===== config.mk =====
export PLATFORM = sky130hd
export DESIGN_NAME = channel_enable_and_trip_config
export DESIGN_NICKNAME = d
export VERILOG_FILES = /design/src/rtl/channel_ctrl_pkg.sv /design/src/rtl/channel_enable_and_trip_config.sv
export VERILOG_INCLUDE_DIRS = /design/src /design/src/rtl
export SDC_FILE = /design/constraint.sdc
export NUM_CORES = 1
export LEC_CHECK = 0
export BUFFER_PORTS_ARGS = -buffer_cell sky130_fd_sc_hd__buf_2
export CELL_PAD_IN_SITES_DETAIL_PLACEMENT = 1
export CELL_PAD_IN_SITES_GLOBAL_PLACEMENT = 2
export CORE_MARGIN = 3
export CORE_UTILIZATION = 31
export DETAILED_ROUTE_END_ITERATION = 10
export HOLD_SLACK_MARGIN = 0.02
export PLACE_DENSITY = 0.89
export SKIP_LAST_GASP = 1
export SLEW_MARGIN = 20
export SYNTH_ARGS = -nofsm -noshare
export SYNTH_HDL_FRONTEND = slang
export SYNTH_SLANG_ARGS = --single-unit

===== constraint.sdc =====
create_clock -name clock -period 2.8 [get_ports clock]
set_input_delay 0.28 -clock clock [delete_from_list [all_inputs] [get_ports clock]]
set_output_delay 0.28 -clock clock [all_outputs]
set_load 0.01 [all_outputs]

===== src/rtl/channel_ctrl_defs.svh =====
`ifndef CHANNEL_CTRL_DEFS_SVH
`define CHANNEL_CTRL_DEFS_SVH

// ----------------------------------------
// Register offsets
// ----------------------------------------
`define TRIP_RATIO_SELECT_ADDR      8'h5e
`define INPUT_PIN_STATUS_ADDR       8'h60
`define CHANNEL_ENABLE_CONTROL_ADDR 8'h69

// ----------------------------------------
// Reset values
// ----------------------------------------
`define TRIP_RATIO_RESET      8'hff
`define ENABLE_RESET_STRAP_HI 8'haa
`define ENABLE_RESET_STRAP_LO 8'h00

// ----------------------------------------
// Field positions in input_pin_status
// ----------------------------------------
`define STATUS_REQ_LSB  0
`define STATUS_MODE_LSB 4
`define STATUS_PROT_LSB 6

// ----------------------------------------
// Ratio encodings, percent
// ----------------------------------------
`define RATIO_PCT_00 8'd125
`define RATIO_PCT_01 8'd150
`define RATIO_PCT_10 8'd175
`define RATIO_PCT_11 8'd200

`endif


===== src/rtl/channel_ctrl_pkg.sv =====
package channel_ctrl_pkg;
    typedef enum logic [1:0] {
        GROUP_ALL    = 2'b00,
        GROUP_PAIRED = 2'b01,
        GROUP_INDEP  = 2'b10
    } group_mode_e;

    typedef enum logic [1:0] {
        PROT_ALERT    = 2'b00,
        PROT_PG       = 2'b01,
        PROT_SHUTDOWN = 2'b10
    } prot_mode_e;
endpackage : channel_ctrl_pkg


===== src/rtl/channel_enable_and_trip_config.sv =====
`timescale 1ns/1ps
`default_nettype none
`include "channel_ctrl_defs.svh"

// Overview of operation
// - Channel enable is majority of host bit, strap bit and request pin.
// - Switch drive on only above supply lockout and when majority is true.
// - Strap bits load from hardware strap when supply leaves lockout.
// - Host enable bits reset to zero.
// - Pin-status bits 3:0 show each channel's request comparator.
// - Status bits 5:4 report grouping mode; 11 never reported.
// - Status bits 7:6 report critical-fault response, and it is obeyed.
// - Drive stays on below both trips, latches off when either is exceeded until the channel is commanded off.
// - Fast-trip threshold is 8-bit code over a selected sense range.
// - Slow-trip threshold follows fast-trip by one of four ratios.
// - Ratio register: two bits per channel, resets to 0xFF.
// - Ratio codes 00..11 give 125, 150, 175, 200 percent.
// - Paired mode shuts both of a pair; grouped mode shuts all.
module channel_enable_and_trip_config
    import channel_ctrl_pkg::*;
#(
    parameter int NCH = 4
) (
    // Clock and reset
    input  wire logic                       clock,
    input  wire logic                       srst,
    // Register port
    input  wire logic                       reg_wr,
    input  wire logic [7:0]                 reg_addr,
    input  wire logic [7:0]                 reg_wdata,
    output logic      [7:0]                 reg_rdata,
    // Supply and straps
    input  wire logic                       supply_ok,
    input  wire logic                       hardware_enable_strap,
    input  wire channel_ctrl_pkg::group_mode_e group_mode,
    input  wire channel_ctrl_pkg::prot_mode_e  prot_mode,
    // Per-channel inputs
    input  wire logic [NCH-1:0]             switch_request_state,
    input  wire logic [NCH-1:0]             slow_trip,
    input  wire logic [NCH-1:0]             fast_trip,
    input  wire logic [NCH-1:0]             critical_fault,
    // Outputs
    output logic      [NCH-1:0]             mosfet_drive,
    output logic                            power_good_out,
    output logic      [8*NCH-1:0]           slow_ratio_pct
);
    import channel_ctrl_pkg::*;

    logic [7:0]     trip_ratio_r;
    logic [NCH-1:0] host_channel_enable_r;
    logic [NCH-1:0] strap_channel_enable_r;
    logic [NCH-1:0] fault_off_r;
    logic           supply_ok_r;
    logic [NCH-1:0] majority;
    logic [NCH-1:0] fault_now;
    logic [NCH-1:0] shut_nxt;
    logic [7:0]     pin_status;
    logic [7:0]     enable_reg;
    logic [1:0]     mode_code;
    logic           enable_wr;
    logic           ratio_wr;

    function automatic logic [7:0] ratio_pct(input logic [1:0] code);
        unique case (code)
            2'b00: ratio_pct = `RATIO_PCT_00;
            2'b01: ratio_pct = `RATIO_PCT_01;
            2'b10: ratio_pct = `RATIO_PCT_10;
            2'b11: ratio_pct = `RATIO_PCT_11;
        endcase
    endfunction : ratio_pct

    // Write strobe aimed at one register address
    function automatic logic wr_hit(input logic wr, input logic [7:0] addr, input logic [7:0] target);
        wr_hit = wr && addr == target;
    endfunction : wr_hit

    // ----------------------------------------
    // Per-channel decode
    // ----------------------------------------
    genvar g;
    generate
        for (g = 0; g < NCH; g++) begin : g_ch
            assign majority[g] = (host_channel_enable_r[g] & strap_channel_enable_r[g])
                               | (host_channel_enable_r[g] & switch_request_state[g])
                               | (strap_channel_enable_r[g] & switch_request_state[g]);
            assign fault_now[g] = slow_trip[g] | fast_trip[g]
                                | (critical_fault[g] && prot_mode == PROT_SHUTDOWN);
            assign enable_reg[2*g]   = host_channel_enable_r[g];
            assign enable_reg[2*g+1] = strap_channel_enable_r[g];
        end
    endgenerate

    always_comb begin
        shut_nxt = fault_now;
        unique case (group_mode)
            GROUP_ALL:    shut_nxt = {NCH{|fault_now}};
            GROUP_PAIRED: begin
                for (int i = 0; i < NCH; i++) begin
                    shut_nxt[i] = fault_now[i] | fault_now[(i + 2) % NCH];
                end
            end
            GROUP_INDEP:  shut_nxt = fault_now;
            default:      shut_nxt = fault_now;
        endcase
    end

    // fold code 11
    // Three-state mode pin cannot give 11; shown as independent, as it acts
    assign mode_code = (group_mode == 2'b11) ? GROUP_INDEP : group_mode;

    assign pin_status = {prot_mode, mode_code, switch_request_state[3:0]};

    // ----------------------------------------
    // Register write decode
    // ----------------------------------------
    // Read-only and unmapped addresses decode to no strobe at all
    assign enable_wr = wr_hit(reg_wr, reg_addr, `CHANNEL_ENABLE_CONTROL_ADDR);
    assign ratio_wr  = wr_hit(reg_wr, reg_addr, `TRIP_RATIO_SELECT_ADDR);

    // ----------------------------------------
    // Supply edge and strap load
    // ----------------------------------------
    always_ff @(posedge clock) begin
        if (srst) begin
            supply_ok_r <= 1'b0;
        end else begin
            supply_ok_r <= supply_ok;
        end
    end

    always_ff @(posedge clock) begin
        if (srst) begin
            strap_channel_enable_r <= '0;
        end else if (supply_ok && !supply_ok_r) begin
            strap_channel_enable_r <= {NCH{hardware_enable_strap}};
        end else if (enable_wr) begin
            for (int i = 0; i < NCH; i++) begin
                strap_channel_enable_r[i] <= reg_wdata[2*i+1];
            end
        end
    end

    always_ff @(posedge clock) begin
        if (srst) begin
            host_channel_enable_r <= '0;
        end else if (enable_wr) begin
            for (int i = 0; i < NCH; i++) begin
                host_channel_enable_r[i] <= reg_wdata[2*i];
            end
        end
    end

    always_ff @(posedge clock) begin
        if (srst) begin
            trip_ratio_r <= `TRIP_RATIO_RESET;
        end else if (ratio_wr) begin
            trip_ratio_r <= reg_wdata;
        end
    end

    // ----------------------------------------
    // Outputs
    // ----------------------------------------
    // Latched off until channel is re-commanded off
    always_ff @(posedge clock) begin
        if (srst) begin
            fault_off_r <= '0;
        end else begin
            fault_off_r <= (fault_off_r & majority) | shut_nxt;
        end
    end

    always_ff @(posedge clock) begin
        if (srst) begin
            mosfet_drive <= '0;
        end else begin
            mosfet_drive <= (supply_ok ? majority : '0) & ~shut_nxt & ~fault_off_r;
        end
    end

    always_ff @(posedge clock) begin
        if (srst) begin
            power_good_out <= 1'b0;
        end else begin
            power_good_out <= supply_ok && !(|critical_fault && prot_mode != PROT_ALERT);
        end
    end

    always_ff @(posedge clock) begin
        if (srst) begin
            slow_ratio_pct <= '0;
        end else begin
            for (int i = 0; i < NCH; i++) begin
                slow_ratio_pct[8*i +: 8] <= ratio_pct(trip_ratio_r[2*i +: 2]);
            end
        end
    end

    always_ff @(posedge clock) begin
        if (srst) begin
            reg_rdata <= 8'h00;
        end else begin
            unique case (reg_addr)
                `TRIP_RATIO_SELECT_ADDR:      reg_rdata <= trip_ratio_r;
                `INPUT_PIN_STATUS_ADDR:       reg_rdata <= pin_status;
                `CHANNEL_ENABLE_CONTROL_ADDR: reg_rdata <= enable_reg;
                default:                      reg_rdata <= 8'h00;
            endcase
        end
    end
endmodule : channel_enable_and_trip_config

`default_nettype wire


---- Yosys cells after proc, flatten, opt, wreduce, memory -nomap -nowiden ----
Cells that the tools add are included.
operators by class
  bitwise logic cells ..................... 36
  reductions and logical operators ........ 20
  multiplexer cells ....................... 10
  equal/unequal tests ..................... 18
operators with widths
  kind                number
  $pmux 8 s4          4
  $eq 8x7->1 const B  3
  $pmux 8 s3          1
  $eq 2x2->1 const B  10
  $or 1x1->1          18
  $and 1x1->1         12
  $and 4x4->4         3
  $mux 4              3
  $eq 2x1->1 const B  5
  $logic_not 2->1     5
  $logic_and 1x1->1   9
  $not 4->4           2
  $pmux 4 s2          1
  $reduce_or 4->1     2
  $or 4x4->4          1
  $reduce_bool 2->1   2
  $logic_not 1->1     2
  $mux 2              1
storage, ports and cells
  bits in registers ....................... 66
  bits of input ports ..................... 41
  logic and storage cells ................. 93

---- Depth between registers and ports, before layout ----
  depth after elaboration ................. 8
  mapped depth ............................ 5
  gate-level depth less buffers ........... 4

---- Worst setup path before layout ----
No wires, ideal clock.
  path kind ............................... input to register
  start ................................... input port reg_addr[1]
  end ..................................... register strap_channel_enable_r[0]
  data arrival time ....................... 1.595 ns
  library setup time ...................... 0.128 ns
  required time ........................... 2.672 ns
  setup slack ............................. 1.077 ns
  cell stages on the path ................. 5
  cells stage by stage .................... or4b_4 -> or4_1 -> buf_2 -> mux2i_1 -> a21oi_1
on the way
  cells in the longest elaborated chain, start to end .. 3
ends and longest elaborated chain
  what                                line                                   text
  start: declaration                  channel_enable_and_trip_config.sv:29   input wire logic [7:0] reg_addr,
  $eq 8x7->1                          channel_enable_and_trip_config.sv:74   wr_hit = wr && addr == target;
  $logic_and 1x1->1                   channel_enable_and_trip_config.sv:74
  $reduce_bool 2->1 (no source line)  -
  end signal: assignment              channel_enable_and_trip_config.sv:135  strap_channel_enable_r <= {NCH{hardware_enable_strap}};
  end signal: indexed assignment      channel_enable_and_trip_config.sv:138  strap_channel_enable_r[i] <= reg_wdata[2*i+1];
  end: declaration                    channel_enable_and_trip_config.sv:51   logic [NCH-1:0] strap_channel_enable_r;
No other way between the ends.
A chain may end at the register's enable or synchronous reset.

---- Final worst setup path ----
  start ................................... input port reg_addr[1]
  end ..................................... register strap_channel_enable_r[1]
The elaborated chain is that of the path after synthesis.

==> flow_summary_export.csv <==
group,metric,value,unit
layout,final_core_util,0.416,
setup_path,path_buf_inv,1,
power_and_ir_drop,powerDensity,580,nW/um^2
layout,final_layout_size_suffix_gt1_frac,0.294,
timing,rsz0062_at_grt,"false",
worst_hold_path,hold_path_end,"trip_ratio_r[0]$_SDFFE_PP1P_",
timing,slew_violations,0,
yosys,synth_ff_type,"dfxtp_1",
yosys,ys_ff_latch,62,
timing,fin_skew,0.0110,ns
yosys,synth_top_cell_area_share,0.487,
clocking,postCtsHoldBufs,0,
timing,min_period,1.67,ns
setup_path,worst_path_max_delay_cell,"or4_1",
drt,routedWlPerCell,14.5,um
setup_path,cp-end-kind,"flop",
layout,nFillCells,955,
layout,areaGrowthSynthToFinish,28.1,%
die,die_h,96.7,um
clocking,cts_tree,"done",
setup_path,start_kind,"input port",
yosys,syn_area,2550,um^2
die,fp-row-count,32,
clocking,clockBufferDepth,2,
global_routing,grtUsageTotal,0.145,
timing,setup_tns,0,ns
setup_path,r2r_cells,3,
die,num_io_pins,86,
yosys,yosysMostFrequentCell,"dfxtp_1",
clocking,numCtsBuffers,9,
global_routing,antenna_found_initial,0,
setup_path,cp_cell_sequence,"buf_2 > or4b_4 > or4_1 > mux2i_1 > a21oi_1",
die,start_util,0.325,
power_and_ir_drop,leakagePower,0.00154,uW
yosys,ys_async_sr_fraction,0,
setup_path,r2r-end,"slow_ratio_pct[17]$_SDFF_PP0_",
die,dieArea,9350,um^2
placed_design,dp_hpwl,5050,um
yosys,synthCells,272,
global_routing,grt_start_max_net_pins,49,
yosys,synth_common_cells,"62 x dfxtp_1, 45 x nor2_1, 32 x a21oi_1",
drt,first_iter_violations,77,
timing,worst_pin_slew,0.834,ns
setup_path,cp.required,3.01,ns
placed_design,place.gp.congestion,0.783,
timing,fmax,598,MHz
timing,layout_setup_ws,1.13,ns
timing,setup_viol,0,
yosys,synth.avg_cell_area,9.38,um^2
drt,first_pass_iters,4,
global_routing,grt_pass1_wl,11000,um
placed_design,dp_slack,0.758,ns
worst_hold_path,min_path_type,"in2reg",
job,max_cap_viol_count,0,
clocking,cts_setup_buffers,0,
yosys,synth_top_cell_by_area,"dfxtp_1",
setup_path,cp-startpoint,"reg_addr[1]",
yosys,synthTopCellsByArea,"dfxtp_1 49%, ha_1 9.8%, nor2_1 6.6%",
worst_hold_path,whs_path_depth,2,
clocking,clkSinkCount,62,
die,die_x,96.7,um
timing,period_share,0.597,
setup_path,crit_arrival,1.88,ns
setup_path,cp_top_family,"simple AND/OR/NAND/NOR gates",
timing,slew-limit-headroom,0.444,
layout,fin_nets,417,
setup_path,critPathKind,"in2reg",
die,coreArea,7850,um^2
clocking,cts-root-buf,"clkbuf_8",
drt,vias_per_cell,4.72,
yosys,yosysWarnings,0,
yosys,synth_cell_types,34,
placed_design,port_buffers,85,
setup_path,r2r_slack,1.62,ns
setup_path,cpPeakStageDelay,0.63,ns
yosys,yosysSeqAreaShare,0.487,
timing,hold_viol,0,
clocking,clock_latency,0.34,ns
yosys,syn-num-nets,333,
setup_path,r2r-start,"trip_ratio_r[4]$_SDFFE_PP1P_",
drt,route.detailed.drc,0,
layout,diodes,0,
global_routing,grt_overflow,0,
drt,ant_nets,0,
clocking,path_clk_slew,0.06,ns
clocking,cts_resized,0,
setup_path,crit_fanout,8,
drt,finalWirelength,6700,um
power_and_ir_drop,max-vdd-ir-drop,0.179,mV
yosys,synth_edf_count,0,
clocking,htreeDepth,3,
status,status,"finished, final reports clean",
global_routing,grt_pass1_vias,2300,
drt,num_vias,2187,
worst_hold_path,min_from,"reg_wdata[0]",
## metrics by stage
step / cells / total power (uW) / instance area, um^2 / hold slack (ns)
2_1_floorplan: 272 / 992 / 2550 / 0.427
3_3_place_gp: 447 / 1050 / 3050 / 0.461
3_5_place_dp: 447 / 1060 / 3050 / 0.468
4_1_cts: 463 / 1920 / 3270 / 0.196
5_1_grt: 463 / 1970 / 3270 / 0.204
6_report: 463 / 1890 / 3270 / 0.212
## cell type report
cell class / instances / area (um^2) / share of cell area
flip-flops and latches: 62 / 1240 / 0.380
inverters: 13 / 48.8 / 0.0149
multi-input cells: 182 / 1190 / 0.363
repair buffers: 88 / 448 / 0.137
clock inverters: 4 / 70.1 / 0.0214
clock buffers: 12 / 145 / 0.0444
well taps: 102 / 128 / 0.0391
## per-layer routing
layer,GRT usage,vias to the layer above,share of wire
met5,0,-,0
met4,0.0551,0,0.016
met3,0.0440,9,0.051
met2,0.247,56,0.49
met1,0.172,1023,0.44
li1,-,1099,-
## worst max-delay path by stage
stage / end / cells after the start
6_report: strap_channel_enable_r[1]$_SDFFE_PP0P_ / 5
4_1_cts: strap_channel_enable_r[1]$_SDFFE_PP0P_ / 5
3_3_place_gp: strap_channel_enable_r[1]$_SDFFE_PP0P_ / 5
3_5_place_dp: strap_channel_enable_r[1]$_SDFFE_PP0P_ / 5
5_1_grt: strap_channel_enable_r[0]$_SDFFE_PP0P_ / 5
2_1_floorplan: strap_channel_enable_r[0]$_SDFFE_PP0P_ / 5
## worst reg2reg max path: cells and delay by family (launching register included)
family	cells	cell delay (ns)
buffers and inverters	1	0.12
adder cells (fa/ha/maj)	1	0.33
AND/OR/NAND/NOR	1	0.14
flip-flops	1	0.45
## sequential cells by signal, indices dropped and copies added (netlist names)
signal,flops
mosfet_drive,4
reg_rdata,8
strap_channel_enable_r,4
fault_off_r,4
power_good_out,1
supply_ok_r,1
host_channel_enable_r,4
slow_ratio_pct,28
trip_ratio_r,8
## power breakdown
part           leakage, uW  total, uW  switching, uW  internal [uW]
Sequential        0.000507        912           8.38            903
Clock             0.000110        856            333            523
Combinational     0.000923        126           74.3           51.3
Total              0.00154       1890            416           1480
## cell families after synthesis
kind of cell    share of synthesized area
simple gates                        0.164
compound gates                      0.168
flops                               0.487
buf+inv                            0.0486
fa+ha+maj                           0.114
mux                                0.0157
xor+xnor                          0.00343
## cells in the final DEF, fill, tap and decap left out, types with 3 or more instances in the layout
master	count
o21ai_0	5
nor2b_1	4
nand3_1	4
a22oi_1	8
nand2b_1	5
dfxtp_1	62
nor2_1	45
a311o_1	8
a211oi_1	4
maj3_1	4
mux2i_1	4
clkbuf_8	10
inv_1	13
buf_2	85
buf_4	3
nand3b_1	3
a21oi_1	32
o22ai_1	4
ha_1	20
nand2_1	15
(Power assumes the default switching activity.)
